`config.mk`:
```
export PLATFORM = sky130hd
export DESIGN_NAME = multidrop_jtag_address_select
export DESIGN_NICKNAME = d
export VERILOG_FILES = /design/src/bridge_pkg.sv /design/src/bridge_tap_fsm.sv /design/src/local_port_ctrl.sv /design/src/multidrop_jtag_address_select.sv
export SDC_FILE = /design/constraint.sdc
export NUM_CORES = 1
export LEC_CHECK = 0
export BUFFER_PORTS_ARGS = -buffer_cell sky130_fd_sc_hd__buf_4
export CORE_MARGIN = 5
export CORE_UTILIZATION = 40
export DETAILED_ROUTE_END_ITERATION = 7
export MAX_ROUTING_LAYER = met4
export PLACE_DENSITY = 0.65
export SETUP_SLACK_MARGIN = 0.3
export SLEW_MARGIN = 10
export SYNTH_ARGS = -nofsm -noshare
export SYNTH_HDL_FRONTEND = slang
export SYNTH_HIERARCHICAL = 1
export SYNTH_SLANG_ARGS = --single-unit
```
`constraint.sdc`:
```
create_clock -name i_core_clk -period 5.3 [get_ports i_core_clk]
set_input_delay 0.795 -clock i_core_clk [delete_from_list [all_inputs] [get_ports i_core_clk]]
set_output_delay 0.795 -clock i_core_clk [all_outputs]
set_load 0.01 [all_outputs]
```
`src/bridge_pkg.sv`:
```
// Shared types and constants for the multidrop test-access bridge.
// Assumes one core clock; the backplane test clock arrives as a sampled pin.
package bridge_pkg;

  // ==========================================================================
  // Backplane TAP controller states, one-hot.
  typedef enum logic [15:0] {
    TAP_RESET    = 16'h0001,
    TAP_IDLE     = 16'h0002,
    TAP_SEL_DR   = 16'h0004,
    TAP_CAP_DR   = 16'h0008,
    TAP_SHIFT_DR = 16'h0010,
    TAP_EXIT1_DR = 16'h0020,
    TAP_PAUSE_DR = 16'h0040,
    TAP_EXIT2_DR = 16'h0080,
    TAP_UPD_DR   = 16'h0100,
    TAP_SEL_IR   = 16'h0200,
    TAP_CAP_IR   = 16'h0400,
    TAP_SHIFT_IR = 16'h0800,
    TAP_EXIT1_IR = 16'h1000,
    TAP_PAUSE_IR = 16'h2000,
    TAP_EXIT2_IR = 16'h4000,
    TAP_UPD_IR   = 16'h8000
  } tap_state_t;

  // Bridge selection states.
  typedef enum logic [3:0] {
    SEL_WAIT   = 4'h1,
    SEL_SINGLE = 4'h2,
    SEL_GROUP  = 4'h4,
    SEL_NONE   = 4'h8
  } sel_state_t;

  // Local scan port states: four parked states and the following state.
  typedef enum logic [4:0] {
    PORT_PARK_TLR = 5'h01,
    PORT_PARK_RTI = 5'h02,
    PORT_PARK_PDR = 5'h04,
    PORT_PARK_PIR = 5'h08,
    PORT_ACTIVE   = 5'h10
  } port_state_t;

  // Commands from the decoder to each local port controller.
  typedef struct packed {
    logic force_tlr;  // Level: park in reset regardless of state.
    logic park_tlr;   // One cycle: park active ports in reset.
    logic park_rti;   // One cycle: park active ports in idle.
    logic pause_arm;  // Level: park-pause instruction is current.
    logic unpark_arm; // Level: unpark instruction is current.
  } port_ctl_t;

  // Synchronised backplane and strap pins.
  typedef struct packed {
    logic tck;
    logic tms;
    logic tdi;
    logic oe_n;
    logic local_port_network_tdo;
    logic [5:0] slot;
  } pin_sample_t;

  // ==========================================================================
  // Opcodes.
  localparam logic [7:0] bypass_cmd = 8'hFF;
  localparam logic [7:0] extest_cmd = 8'h00;
  localparam logic [7:0] sample_cmd = 8'h81;
  localparam logic [7:0] idcode_cmd = 8'hAA;
  localparam logic [7:0] unpark_cmd = 8'hE7;
  localparam logic [7:0] hold_ports_in_reset_cmd = 8'hC5;
  localparam logic [7:0] hold_ports_in_idle_cmd = 8'h84;
  localparam logic [7:0] hold_ports_in_pause_cmd = 8'hC6;
  localparam logic [7:0] return_to_wait_cmd = 8'hC3;
  localparam logic [7:0] mode_register_select_cmd = 8'h8E;
  localparam logic [7:0] group_register_select_cmd = 8'h03;
  localparam logic [7:0] port_soft_reset_cmd = 8'h88;
  localparam logic [7:0] signature_register_select_cmd = 8'hC9;
  localparam logic [7:0] signature_capture_on_cmd = 8'h0C;
  localparam logic [7:0] signature_capture_off_cmd = 8'h8D;
  localparam logic [7:0] clock_counter_select_cmd = 8'hCE;
  localparam logic [7:0] clock_countdown_on_cmd = 8'h0F;
  localparam logic [7:0] clock_countdown_off_cmd = 8'h90;

  // ==========================================================================
  // Level-1 addressing.
  localparam logic [5:0] addr_direct_max = 6'h3A;
  localparam logic [5:0] addr_broadcast = 6'h3B;
  localparam logic [3:0] addr_group_prefix = 4'hF;
  localparam logic [1:0] ir_capture_low = 2'h1;

  // Data register lengths.
  localparam logic [5:0] len_bypass = 6'h01;
  localparam logic [5:0] len_boundary = 6'h07;
  localparam logic [5:0] len_ident = 6'h20;
  localparam logic [5:0] len_mode = 6'h08;
  localparam logic [5:0] len_group = 6'h02;
  localparam logic [5:0] len_signature = 6'h10;
  localparam logic [5:0] len_counter = 6'h20;

  // Reset values and mode register fields.
  localparam logic [1:0] group_reset = 2'h0;
  localparam logic [7:0] mode_reset = 8'h07;
  localparam int mode_cnt_status_bit = 7;
  localparam int port_count = 3;

  // Standard TAP transition.
  function automatic tap_state_t tap_next(input tap_state_t s, input logic tms);
    unique case (s)
      TAP_RESET:    tap_next = tms ? TAP_RESET : TAP_IDLE;
      TAP_IDLE:     tap_next = tms ? TAP_SEL_DR : TAP_IDLE;
      TAP_SEL_DR:   tap_next = tms ? TAP_SEL_IR : TAP_CAP_DR;
      TAP_CAP_DR:   tap_next = tms ? TAP_EXIT1_DR : TAP_SHIFT_DR;
      TAP_SHIFT_DR: tap_next = tms ? TAP_EXIT1_DR : TAP_SHIFT_DR;
      TAP_EXIT1_DR: tap_next = tms ? TAP_UPD_DR : TAP_PAUSE_DR;
      TAP_PAUSE_DR: tap_next = tms ? TAP_EXIT2_DR : TAP_PAUSE_DR;
      TAP_EXIT2_DR: tap_next = tms ? TAP_UPD_DR : TAP_SHIFT_DR;
      TAP_UPD_DR:   tap_next = tms ? TAP_SEL_DR : TAP_IDLE;
      TAP_SEL_IR:   tap_next = tms ? TAP_RESET : TAP_CAP_IR;
      TAP_CAP_IR:   tap_next = tms ? TAP_EXIT1_IR : TAP_SHIFT_IR;
      TAP_SHIFT_IR: tap_next = tms ? TAP_EXIT1_IR : TAP_SHIFT_IR;
      TAP_EXIT1_IR: tap_next = tms ? TAP_UPD_IR : TAP_PAUSE_IR;
      TAP_PAUSE_IR: tap_next = tms ? TAP_EXIT2_IR : TAP_PAUSE_IR;
      TAP_EXIT2_IR: tap_next = tms ? TAP_UPD_IR : TAP_SHIFT_IR;
      TAP_UPD_IR:   tap_next = tms ? TAP_SEL_DR : TAP_IDLE;
      default:      tap_next = TAP_RESET;
    endcase
  endfunction : tap_next

endpackage : bridge_pkg

```
`src/bridge_tap_fsm.sv`:
```
// Backplane TAP controller, stepped by a test-clock rising-edge enable.
// Assumes i_step and i_tms come from synchronised pins on the core clock.
`timescale 1ns/1ps
module bridge_tap_fsm
  import bridge_pkg::*;
(
  input wire logic i_core_clk,
  input wire logic i_rst_n,
  input wire logic i_step,
  input wire logic i_tms,
  output tap_state_t o_state,
  output tap_state_t o_next
);

  // ==========================================================================
  // State record.
  typedef struct packed {
    tap_state_t st;
  } tap_reg_t;

  tap_reg_t q_ff; // Registered state.
  tap_reg_t nxt_q; // Next state.

  // The next state is shown so the parent can act as a state is entered.
  always_comb begin
    o_next = tap_next(q_ff.st, i_tms);
    nxt_q = q_ff;
    if (i_step) begin
      nxt_q.st = o_next;
    end
  end

  // Synchronous reset lands in Test-Logic-Reset.
  always_ff @(posedge i_core_clk) begin
    if (!i_rst_n) begin
      q_ff.st <= TAP_RESET;
    end else begin
      q_ff <= nxt_q;
    end
  end

  assign o_state = q_ff.st;

endmodule : bridge_tap_fsm

```
`src/local_port_ctrl.sv`:
```
// One local scan port: park and unpark sequencing and its mode-select drive.
// Assumes the parent steps it with the backplane TAP and decodes commands.
`timescale 1ns/1ps
module local_port_ctrl
  import bridge_pkg::*;
(
  input wire logic i_core_clk,
  input wire logic i_rst_n,
  input wire logic i_step,
  input tap_state_t i_tap_state,
  input tap_state_t i_tap_next,
  input wire logic i_tms_b,
  input wire logic i_enable,
  input port_ctl_t i_ctl,
  output logic o_tms_l,
  output logic o_unparked
);

  // ==========================================================================
  // State record: port state and the registered mode-select drive.
  typedef struct packed {
    port_state_t st;
    logic tms;
  } port_reg_t;

  port_reg_t q_ff; // Registered state.
  port_reg_t nxt_q; // Next state.
  logic wake_idle; // Unpark is armed for this port.

  // Reset and idle parking act at once; pause parking and unparking wait for the matching TAP state.
  always_comb begin
    nxt_q = q_ff;
    wake_idle = i_ctl.unpark_arm && i_enable;
    if (i_ctl.force_tlr) begin
      nxt_q.st = PORT_PARK_TLR;
    end else if (i_ctl.park_tlr && q_ff.st == PORT_ACTIVE) begin
      nxt_q.st = PORT_PARK_TLR;
    end else if (i_ctl.park_rti && q_ff.st == PORT_ACTIVE) begin
      nxt_q.st = PORT_PARK_RTI;
    end else if (i_step) begin
      unique case (q_ff.st)
        PORT_ACTIVE: begin
          // Leaving Exit1 with mode-select high parks in the pause state.
          if (i_ctl.pause_arm && i_tms_b && i_tap_state == TAP_EXIT1_DR) begin
            nxt_q.st = PORT_PARK_PDR;
          end else if (i_ctl.pause_arm && i_tms_b && i_tap_state == TAP_EXIT1_IR) begin
            nxt_q.st = PORT_PARK_PIR;
          end
        end
        PORT_PARK_TLR, PORT_PARK_RTI: begin
          if (wake_idle && i_tap_next == TAP_IDLE) begin
            nxt_q.st = PORT_ACTIVE;
          end
        end
        PORT_PARK_PDR: begin
          if ((wake_idle || i_ctl.pause_arm) && i_tap_next == TAP_PAUSE_DR) begin
            nxt_q.st = PORT_ACTIVE;
          end
        end
        PORT_PARK_PIR: begin
          if ((wake_idle || i_ctl.pause_arm) && i_tap_next == TAP_PAUSE_IR) begin
            nxt_q.st = PORT_ACTIVE;
          end
        end
      endcase
    end
    // Follow the backplane while active, else hold 1 in reset and 0 elsewhere.
    if (nxt_q.st == PORT_ACTIVE) begin
      nxt_q.tms = i_tms_b;
    end else begin
      nxt_q.tms = (nxt_q.st == PORT_PARK_TLR);
    end
  end

  // Reset parks the port in Test-Logic-Reset with mode-select high.
  always_ff @(posedge i_core_clk) begin
    if (!i_rst_n) begin
      q_ff.st <= PORT_PARK_TLR;
      q_ff.tms <= 1'b1;
    end else begin
      q_ff <= nxt_q;
    end
  end

  assign o_tms_l = q_ff.tms;
  assign o_unparked = (q_ff.st == PORT_ACTIVE);

endmodule : local_port_ctrl

```
`src/multidrop_jtag_address_select.sv`:
```
// Selection, instruction decode and port sequencing of a multidrop test bridge.
// Assumes backplane pins and straps are asynchronous; the test clock is sampled
// by the core clock, which must run well above twice its rate.
`timescale 1ns/1ps
module multidrop_jtag_address_select
  import bridge_pkg::*;
#(
  parameter logic [31:0] IDENT_VALUE = 32'h1234_5001 // Arbitrary identity value.
) (
  input wire logic i_core_clk,
  input wire logic i_rst_n,
  input wire logic i_tck_b,
  input wire logic i_tms_b,
  input wire logic i_tdi_b,
  input wire logic [5:0] i_slot,
  input wire logic i_oe_n,
  input wire logic i_local_port_network_tdo,
  output logic o_tdo_b,
  output logic o_tdo_b_oe_n,
  output logic [port_count-1:0] o_tms_l,
  output logic o_local_port_network_tdi,
  output logic o_local_port_network_in_chain,
  output logic o_selected,
  output logic o_group_mode
);

  // ==========================================================================
  // State record of the whole block.
  typedef struct packed {
    pin_sample_t sync1; // First synchroniser stage, read only by sync2.
    pin_sample_t sync2; // Second stage, the only view of the pins.
    logic tck_prev; // Previous sampled test clock for edge finding.
    sel_state_t sel; // Selection state.
    logic [7:0] ir_sh; // Instruction shift stage.
    logic [7:0] ir; // Active instruction.
    logic [31:0] dr; // Shared data register shift path.
    logic [1:0] group; // Group-number register.
    logic [7:0] mode; // Mode register; the top bit is read-only status.
    logic [15:0] sig; // Signature register contents.
    logic [31:0] cnt; // Clock counter contents.
    logic sig_en; // Signature capture enabled.
    logic cnt_en; // Countdown enabled.
    logic tdo; // Backplane data-out value.
    logic tdo_oe_n; // Backplane data-out enable, low drives.
    logic local_port_network_tdi; // Data fed to the local network.
    logic in_chain; // Local network is in the chain.
  } top_reg_t;

  top_reg_t q_ff; // Registered state.
  top_reg_t nxt_q; // Next state.
  pin_sample_t pin; // Synchronised pin view.
  tap_state_t tap_state; // Current backplane TAP state.
  tap_state_t tap_nx; // TAP state after the next rising test clock.
  logic tck_rise; // Enable at a rising test-clock edge.
  logic tck_fall; // Enable at a falling test-clock edge.
  logic selected; // Device is selected by any address.
  port_ctl_t port_ctl; // Commands to the port controllers.
  logic [port_count-1:0] unparked; // Port activity.

  // ==========================================================================
  // Functions.

  // Length of the data register the instruction places in the chain.
  function automatic logic [5:0] dr_len(input logic [7:0] op);
    unique case (op)
      bypass_cmd: dr_len = len_bypass;
      extest_cmd, sample_cmd: dr_len = len_boundary;
      mode_register_select_cmd: dr_len = len_mode;
      group_register_select_cmd: dr_len = len_group;
      signature_register_select_cmd: dr_len = len_signature;
      clock_counter_select_cmd: dr_len = len_counter;
      default: dr_len = len_ident;
    endcase
  endfunction : dr_len

  // Shift one bit into the top of a register of the given length.
  function automatic logic [31:0] dr_shift(input logic [31:0] v, input logic bit_in,
                                           input logic [5:0] len);
    logic [31:0] mask;
    mask = 32'hFFFF_FFFF >> (6'd32 - len);
    dr_shift = ((v >> 1) & mask) | ({31'h0000_0000, bit_in} << (len - 6'd1));
  endfunction : dr_shift

  // ==========================================================================
  // Submodules.

  // Backplane TAP controller.
  bridge_tap_fsm u_tap (
    .i_core_clk(i_core_clk),
    .i_rst_n(i_rst_n),
    .i_step(tck_rise),
    .i_tms(pin.tms),
    .o_state(tap_state),
    .o_next(tap_nx)
  );

  // Three local port controllers; the mode register enables each one.
  for (genvar gi = 0; gi < port_count; gi++) begin : g_port
    local_port_ctrl u_port (
      .i_core_clk(i_core_clk),
      .i_rst_n(i_rst_n),
      .i_step(tck_rise),
      .i_tap_state(tap_state),
      .i_tap_next(tap_nx),
      .i_tms_b(pin.tms),
      .i_enable(q_ff.mode[gi]),
      .i_ctl(port_ctl),
      .o_tms_l(o_tms_l[gi]),
      .o_unparked(unparked[gi])
    );
  end

  // ==========================================================================
  // Next-state logic.

  // Edges and selection flags derive from registered state only.
  always_comb begin
    pin = q_ff.sync2;
    tck_rise = pin.tck && !q_ff.tck_prev;
    tck_fall = !pin.tck && q_ff.tck_prev;
    selected = (q_ff.sel == SEL_SINGLE) || (q_ff.sel == SEL_GROUP);
  end

  // Main update: selection, instruction and data registers, data-out timing.
  always_comb begin
    nxt_q = q_ff;
    nxt_q.sync1 = {i_tck_b, i_tms_b, i_tdi_b, i_oe_n, i_local_port_network_tdo, i_slot};
    nxt_q.sync2 = q_ff.sync1;
    nxt_q.tck_prev = pin.tck;
    nxt_q.in_chain = |unparked;
    port_ctl = '0;
    port_ctl.force_tlr = (tap_state == TAP_RESET);
    // Arms hold only while the device is selected.
    port_ctl.unpark_arm = selected && (q_ff.ir == unpark_cmd);
    port_ctl.pause_arm = selected && (q_ff.ir == hold_ports_in_pause_cmd);

    if (tap_state == TAP_RESET) begin
      // Test-Logic-Reset returns to waiting and clears the group.
      nxt_q.sel = SEL_WAIT;
      nxt_q.group = group_reset;
      nxt_q.ir = idcode_cmd;
      nxt_q.cnt_en = 1'b0;
      nxt_q.sig_en = 1'b0;
    end
    if (tck_rise) begin
      // The countdown runs at each rising clock until it reaches zero.
      if (q_ff.cnt_en && q_ff.cnt != 32'h0000_0000) begin
        nxt_q.cnt = q_ff.cnt - 32'h0000_0001;
      end
      if (tap_state == TAP_CAP_IR) begin
        nxt_q.ir_sh = {pin.slot, ir_capture_low};
      end
      if (tap_state == TAP_SHIFT_IR) begin
        // Bits leaving the low end are lost unless the device is singly selected.
        nxt_q.ir_sh = {pin.tdi, q_ff.ir_sh[7:1]};
      end
      if (selected && tap_state == TAP_CAP_DR) begin
        unique case (dr_len(q_ff.ir))
          len_bypass: nxt_q.dr = 32'h0000_0000;
          len_boundary: nxt_q.dr = {25'h000_0000, pin.oe_n, pin.slot};
          len_mode: nxt_q.dr = {24'h00_0000, q_ff.cnt_en && q_ff.cnt == 32'h0000_0000,
                                q_ff.mode[6:0]};
          len_group: nxt_q.dr = {30'h0000_0000, q_ff.group};
          len_signature: nxt_q.dr = {16'h0000, q_ff.sig};
          default: begin
            if (q_ff.ir == clock_counter_select_cmd) begin
              nxt_q.dr = q_ff.cnt;
            end else begin
              nxt_q.dr = IDENT_VALUE;
            end
          end
        endcase
      end
      if (selected && tap_state == TAP_SHIFT_DR) begin
        nxt_q.dr = dr_shift(q_ff.dr, pin.tdi, dr_len(q_ff.ir));
      end
      if (selected && tap_nx == TAP_UPD_DR) begin
        // Only writable registers take the shifted value.
        if (q_ff.ir == mode_register_select_cmd) begin
          nxt_q.mode[6:0] = q_ff.dr[6:0];
        end
        if (q_ff.ir == group_register_select_cmd) begin
          nxt_q.group = q_ff.dr[1:0];
        end
        if (q_ff.ir == signature_register_select_cmd) begin
          nxt_q.sig = q_ff.dr[15:0];
        end
        if (q_ff.ir == clock_counter_select_cmd) begin
          nxt_q.cnt = q_ff.dr;
        end
      end
      if (tap_nx == TAP_UPD_IR) begin
        if (q_ff.sel == SEL_WAIT) begin
          // Address decode uses the six low bits; the top two are ignored.
          if (q_ff.ir_sh[5:0] <= addr_direct_max && q_ff.ir_sh[5:0] == pin.slot) begin
            nxt_q.sel = SEL_SINGLE;
          end else if (q_ff.ir_sh[5:0] == addr_broadcast) begin
            nxt_q.sel = SEL_GROUP;
          end else if (q_ff.ir_sh[5:2] == addr_group_prefix
                       && q_ff.ir_sh[1:0] == q_ff.group) begin
            nxt_q.sel = SEL_GROUP;
          end else begin
            nxt_q.sel = SEL_NONE;
          end
          nxt_q.ir = idcode_cmd;
        end else if (q_ff.ir_sh == return_to_wait_cmd) begin
          // Honoured whether selected or not.
          nxt_q.sel = SEL_WAIT;
          nxt_q.ir = idcode_cmd;
          port_ctl.park_tlr = 1'b1;
        end else if (selected) begin
          nxt_q.ir = q_ff.ir_sh;
          unique case (q_ff.ir_sh)
            hold_ports_in_reset_cmd: port_ctl.park_tlr = 1'b1;
            hold_ports_in_idle_cmd: port_ctl.park_rti = 1'b1;
            port_soft_reset_cmd: port_ctl.force_tlr = 1'b1;
            signature_capture_on_cmd: nxt_q.sig_en = 1'b1;
            signature_capture_off_cmd: nxt_q.sig_en = 1'b0;
            clock_countdown_on_cmd: nxt_q.cnt_en = 1'b1;
            clock_countdown_off_cmd: nxt_q.cnt_en = 1'b0;
            default: begin
              // Register selects and other codes only change the chain.
            end
          endcase
        end
      end
    end
    if (tck_fall) begin
      // Data-out changes at the falling edge, as the standard requires.
      nxt_q.tdo_oe_n = 1'b1;
      if (tap_state == TAP_SHIFT_IR) begin
        nxt_q.tdo = q_ff.ir_sh[0];
        nxt_q.tdo_oe_n = (q_ff.sel != SEL_SINGLE);
      end else if (tap_state == TAP_SHIFT_DR) begin
        nxt_q.tdo = q_ff.in_chain ? pin.local_port_network_tdo : q_ff.dr[0];
        nxt_q.tdo_oe_n = (q_ff.sel != SEL_SINGLE);
      end
      nxt_q.local_port_network_tdi = q_ff.dr[0];
    end
  end

  // ==========================================================================
  // Registers. Reset mirrors a test-logic reset with every port parked.
  always_ff @(posedge i_core_clk) begin
    if (!i_rst_n) begin
      q_ff <= '0;
      q_ff.sel <= SEL_WAIT;
      q_ff.ir <= idcode_cmd;
      q_ff.mode <= mode_reset;
      q_ff.group <= group_reset;
      q_ff.tdo_oe_n <= 1'b1;
    end else begin
      q_ff <= nxt_q;
    end
  end

  // ==========================================================================
  // Outputs from flip-flops; the selection flags are decoded from the selection state.
  assign o_tdo_b = q_ff.tdo;
  assign o_tdo_b_oe_n = q_ff.tdo_oe_n;
  assign o_local_port_network_tdi = q_ff.local_port_network_tdi;
  assign o_local_port_network_in_chain = q_ff.in_chain;
  assign o_selected = (q_ff.sel == SEL_SINGLE) || (q_ff.sel == SEL_GROUP);
  assign o_group_mode = (q_ff.sel == SEL_GROUP);

endmodule : multidrop_jtag_address_select

```
### After elaboration in Yosys (flattened, before gate mapping)

Index checks and enable logic that the tools add are counted.

| cells by class | value |
|---|---|
| $add $sub $neg | 3 |
| order comparisons | 1 |
| equality and inequality tests | 71 |
| shift operators | 2 |
| mux-type cells | 97 |
| bitwise logic cells | 2 |
| reductions and logical operators | 57 |

Operator list:

| kind | number |
|---|---|
| $mux 32 | 6 |
| $pmux 16 s12 | 1 |
| $pmux 32 s5 | 1 |
| $mux 5 | 27 |
| $eq 8x8->1 const B | 13 |
| $mux 8 | 8 |
| $pmux 5 s4 | 3 |
| $mux 54 | 1 |
| $and 31x32->32 | 1 |
| $eq 16x14->1 const B | 2 |
| $eq 16x16->1 const B | 2 |
| $eq 16x2->1 const B | 2 |
| $eq 16x7->1 const B | 2 |
| $eq 16x9->1 const B | 2 |
| $logic_and 1x1->1 | 32 |
| $logic_not 32->1 | 1 |
| $mux 16 | 2 |
| $or 32x32->32 | 1 |
| $reduce_bool 32->1 | 1 |
| $shl 1x6->32 | 1 |
| $shr 32x6->32 const A | 1 |
| $sub 32x1->32 const B | 1 |
| $eq 5x1->1 const B | 6 |
| $eq 5x5->1 const B | 6 |
| other kinds (52) | 110 |

| word-level totals | value |
|---|---|
| flip-flop bits (word level) | 172 |
| input port bits | 13 |
| output and inout bits | 9 |
| word-level logic and storage cells | 267 |

### Depth between registers and ports, before layout

| depth | value |
|---|---|
| depth after elaboration | 14 |
| depth in mapped cells | 20 |
| depth with buffers taken out | 17 |

### Cells and area by module

The synthesis kept the hierarchy.

Modules (own cells, without submodules):

| module | times used | cells each | area an instance (um^2) | seq. area each (um^2) |
|---|---|---|---|---|
| multidrop_jtag_address_select | 1 | 996 | 7812.5 | 2742.6 |
| local_port_ctrl | 3 | 88 | 653.1 | 120.1 |
| bridge_tap_fsm | 1 | 151 | 1219.9 | 320.3 |

### Worst setup path before layout

OpenSTA, ideal clock, no wires.

| timing path | value |
|---|---|
| kind | register -> register |
| from | reg u_tap.q_ff (netlist bit u_tap/o_state[12]) |
| to | reg g_port[0].u_port.q_ff (netlist bit g_port[0].u_port/o_tms_l) |
| setup time | 87 ps |
| data arrival time | 4633 ps |
| data required time | 5213 ps |
| slack | 580 ps |
| stages on the path, launching flop included | 18 |
| buffers on the path | 2 |
| clock period less this slack | 4720 ps |
| cell sequence | dfxtp_1 > clkbuf_1 > nor3_1 > nand2_1 > nor4_1 > nor2_1 > a31o_2 > nor4_1 > nand4_1 > or4_1 > clkbuf_1 > nor4b_1 > nor2_1 > o21ai_0 > nor2_1 > a32oi_1 > o311ai_1 > o31ai_1 |

RTL lines:

| element | line | text |
|---|---|---|
| start: declaration | bridge_tap_fsm.sv:21 | `tap_reg_t q_ff;` |
| start signal: assignment | bridge_tap_fsm.sv:38 | `q_ff <= nxt_q;` |
| end signal: assignment | local_port_ctrl.sv:81 | `q_ff <= nxt_q;` |
| end: declaration | local_port_ctrl.sv:26 | `port_reg_t q_ff;` |

==> results.cfg <==
[timing]
hold_viol = 0
setup_tns_ps = 0
min_period_ps = 4600
fmax_mhz = 217
skew_ps = 18.7
drv_slew = 0
post-route-period-util_pct = 86.8
setup_viol = 0
rsz0062_at_grt = false
tightestPinTransition_ps = 983
max-slew-margin-rel_pct = 34.3

[yosys]
netlist_instances = 1411
yosysTopAreaCellShare_pct = 31.1
ys_warn_count = 6
ys_seq_elements = 171
synthesis.area_sq_um = 11000
synthFlopType = dfxtp_1
synth_cell_types = 95
synth_edf_count = 0
avgSynthCellArea_sq_um = 7.79
ys_top_cells_by_area = dfxtp_1 31%, nand2_1 4.9%, nor2_1 4.6%, o21ai_0 3.7%, a21oi_1 3.6%
syn_nets = 1432
synth_top_area_cell = dfxtp_1
synth.most_common_cell = dfxtp_1
synth-seq-area-share_pct = 31.1
synth_commonest_cells = 171 x dfxtp_1, 144 x nand2_1, 134 x nor2_1
synthArstFlopShare_pct = 0

[job]
drv_cap = 0

[grt]
grt_usage_pct = 23.8
grt_overflow = 0
grt_first_pass_wirelength_um = 58100
grt_max_degree = 56
antenna_found_initial = 0
grt_pass1_vias = 10500

[floorplanning]
die_h_um = 176
die_x_um = 176
die_area_sq_um = 30900
start_util_pct = 40.7
rows = 60
core_sq_um = 27000
pin_count = 22

[clock_network]
cts_max_level = 4
clockBufferDepth = 2
clock_latency_ps = 450
ctsHoldBuffers = 0
clk_root_buffer_cell = clkbuf_16
cts.sinks = 171
cts_tree = done
cts_buffers = 17
clk_pin_slew_ps = 80

[detailed_routing]
viasPerCell = 6.41
wl_per_cell_um = 20.6
drt-total-wl_um = 36300
num_vias = 11300
ant_nets = 0
drc = 0
first_iter_violations = 1205
dr.pass1.iters = 6

[hold_path]
min_path_type = reg -> reg

[setup_path]
cpPeakStageDelay_ps = 530
crit_top_cell = nor2_1
crit_chain = or4_4 > nor4_4 > nor2_1 > a31o_2 > nor4_1 > nand4_1 > or4_1 > or2_1 > nor3b_4 > and4_4 > nor2_1 > o21ai_1 > nor2_1 > a32oi_1 > o311ai_1 > o31ai_1
slowest_stage = or4_4
crit_buf_inv = 0
required_ps = 5640
crit_fanout = 12
endpoint_kind = flop
worstSetupStartpointType = flop
cpLargestDelayFamily = simple AND/OR/NAND/NOR gates
arrival_ps = 4940
critPathKind = reg -> reg

[layout]
layout-drive-gt1-share_pct = 12.9
final_util_pct = 45.4
final_cells = 1762
syn2layout_area_growth_pct = 11.5
antenna-diode-count = 0
nNetsFinal = 1429

[power_and_ir_drop]
p_per_area_nw_per_um2 = 226
leakage_nw = 4.19
irDropWorstVdd_mv = 0.201

[placement]
gp_congestion = 0.986
placed_cells = 1728
dp_hpwl_um = 25900
numPortBuffers = 21

[run_status]
status = complete, no violations
-- cell families after synthesis --
kind of cell               Yosys count  share of synthesized area (%)
AOI/OAI and AO/OA                  382                           24.1
xor gates and xnor gates            31                           2.47
adders and majority gates            8                          0.911
buffers and inverters              126                           4.68
DFF                                171                           31.1
muxes                               29                           2.65
and+or+nand+nor                    664                           34.1
-- sequential cells by signal, summed over array words and instances, names as in the netlist --
| register | count |
|---|---|
| q_ff | 111 |
| o_tdo_b | 1 |
| nxt_q | 12 |
| g_port.u_port/q_ff | 15 |
| g_port.u_port/o_tms_l | 3 |
| o_local_port_network_in_chain | 1 |
| pin | 10 |
| u_tap/o_state | 16 |
| o_local_port_network_tdi | 1 |
| o_tdo_b_oe_n | 1 |
-- worst reg2reg max path, stage by stage, from the launching register on --
cell and delay (ps):
dfxtp_1 470, or4_4 530, nor4_4 330, nor2_1 100, a31o_2 240, nor4_1 260
nand4_1 200, or4_1 480, or2_1 340, nor3b_4 310, and4_4 330, nor2_1 70
o21ai_1 190, nor2_1 60, a32oi_1 210, o311ai_1 140, o31ai_1 260
-- per-stage QoR --
step           hold slack, ps  area, sq um  total power (W)  setup WS, ps
2_1_floorplan             412        11000          0.00145           580
3_3_place_gp              415        11600          0.00150           396
3_5_place_dp              418        11600          0.00150           300
4_1_cts                   438        12200          0.00278           304
5_1_grt                   456        12300          0.00285           326
6_report                  436        12300          0.00276           699
-- per-layer routing --
metal | vias to the layer above | global-route usage, % | part of all wire, %
met4 | 0 | 8.41 | 2.6
met2 | 481 | 36.2 | 45
met1 | 5422 | 32.7 | 45
met3 | 77 | 3.14 | 7.5
met5 | - | - | 0
li1 | 5307 | - | -
-- layout by cell type (no fill, tap or decap), types with 24 or more instances in the layout --
cell and n:
a31oi_1 24, nand2_1 144, buf_4 65, mux2i_1 28, nand3_1 56, nor2_1 134
o21ai_0 78, and2_1 39, inv_1 37, nor3_1 58, a21oi_1 77, nor4_1 32
dfxtp_1 167
-- power by group --
group	switching [W]	internal, W
clock	0.000647	0.000638
sequential	0.0000158	0.00130
combinational	0.000110	0.0000549
total	0.000773	0.00199
-- timing repair --
item / 4_1_cts / 5_1_grt
hold endpoints to repair: 0 / 0
resized for setup: 1 / 21
setup buffers: 0 / 2
setup endpoints to repair: 2 / 15
pin swaps: 0 / 3
-- final timing paths --
| kind | from | end | slack (ps) | cells past startpoint |
|---|---|---|---|---|
| worst max-delay path | u_tap/o_state[7]$_SDFFE_PN0P_ | g_port[2].u_port/o_tms_l$_SDFF_PN1_ | 700 | 16 |
| worst min-delay path | nxt_q[124]$_SDFF_PN0_ | pin[7]$_SDFF_PN0_ | 440 | 1 |
| worst max register to register | u_tap/o_state[7]$_SDFFE_PN0P_ | g_port[2].u_port/o_tms_l$_SDFF_PN1_ | 700 | 16 |
| worst min register to register | nxt_q[124]$_SDFF_PN0_ | pin[7]$_SDFF_PN0_ | 440 | 1 |
-- cell type report --
type | count | area (sq um)
Sequential cell | 171 | 3430
Multi-Input combinational cell | 1114 | 7170
Inverter | 39 | 146
Tap cell | 341 | 427
Fill cell | 2709 | 14800
Clock inverter | 14 | 170
Clock buffer | 18 | 429
Timing Repair Buffer | 65 | 488
No activity file was read; power rests on OpenSTA's default activity.
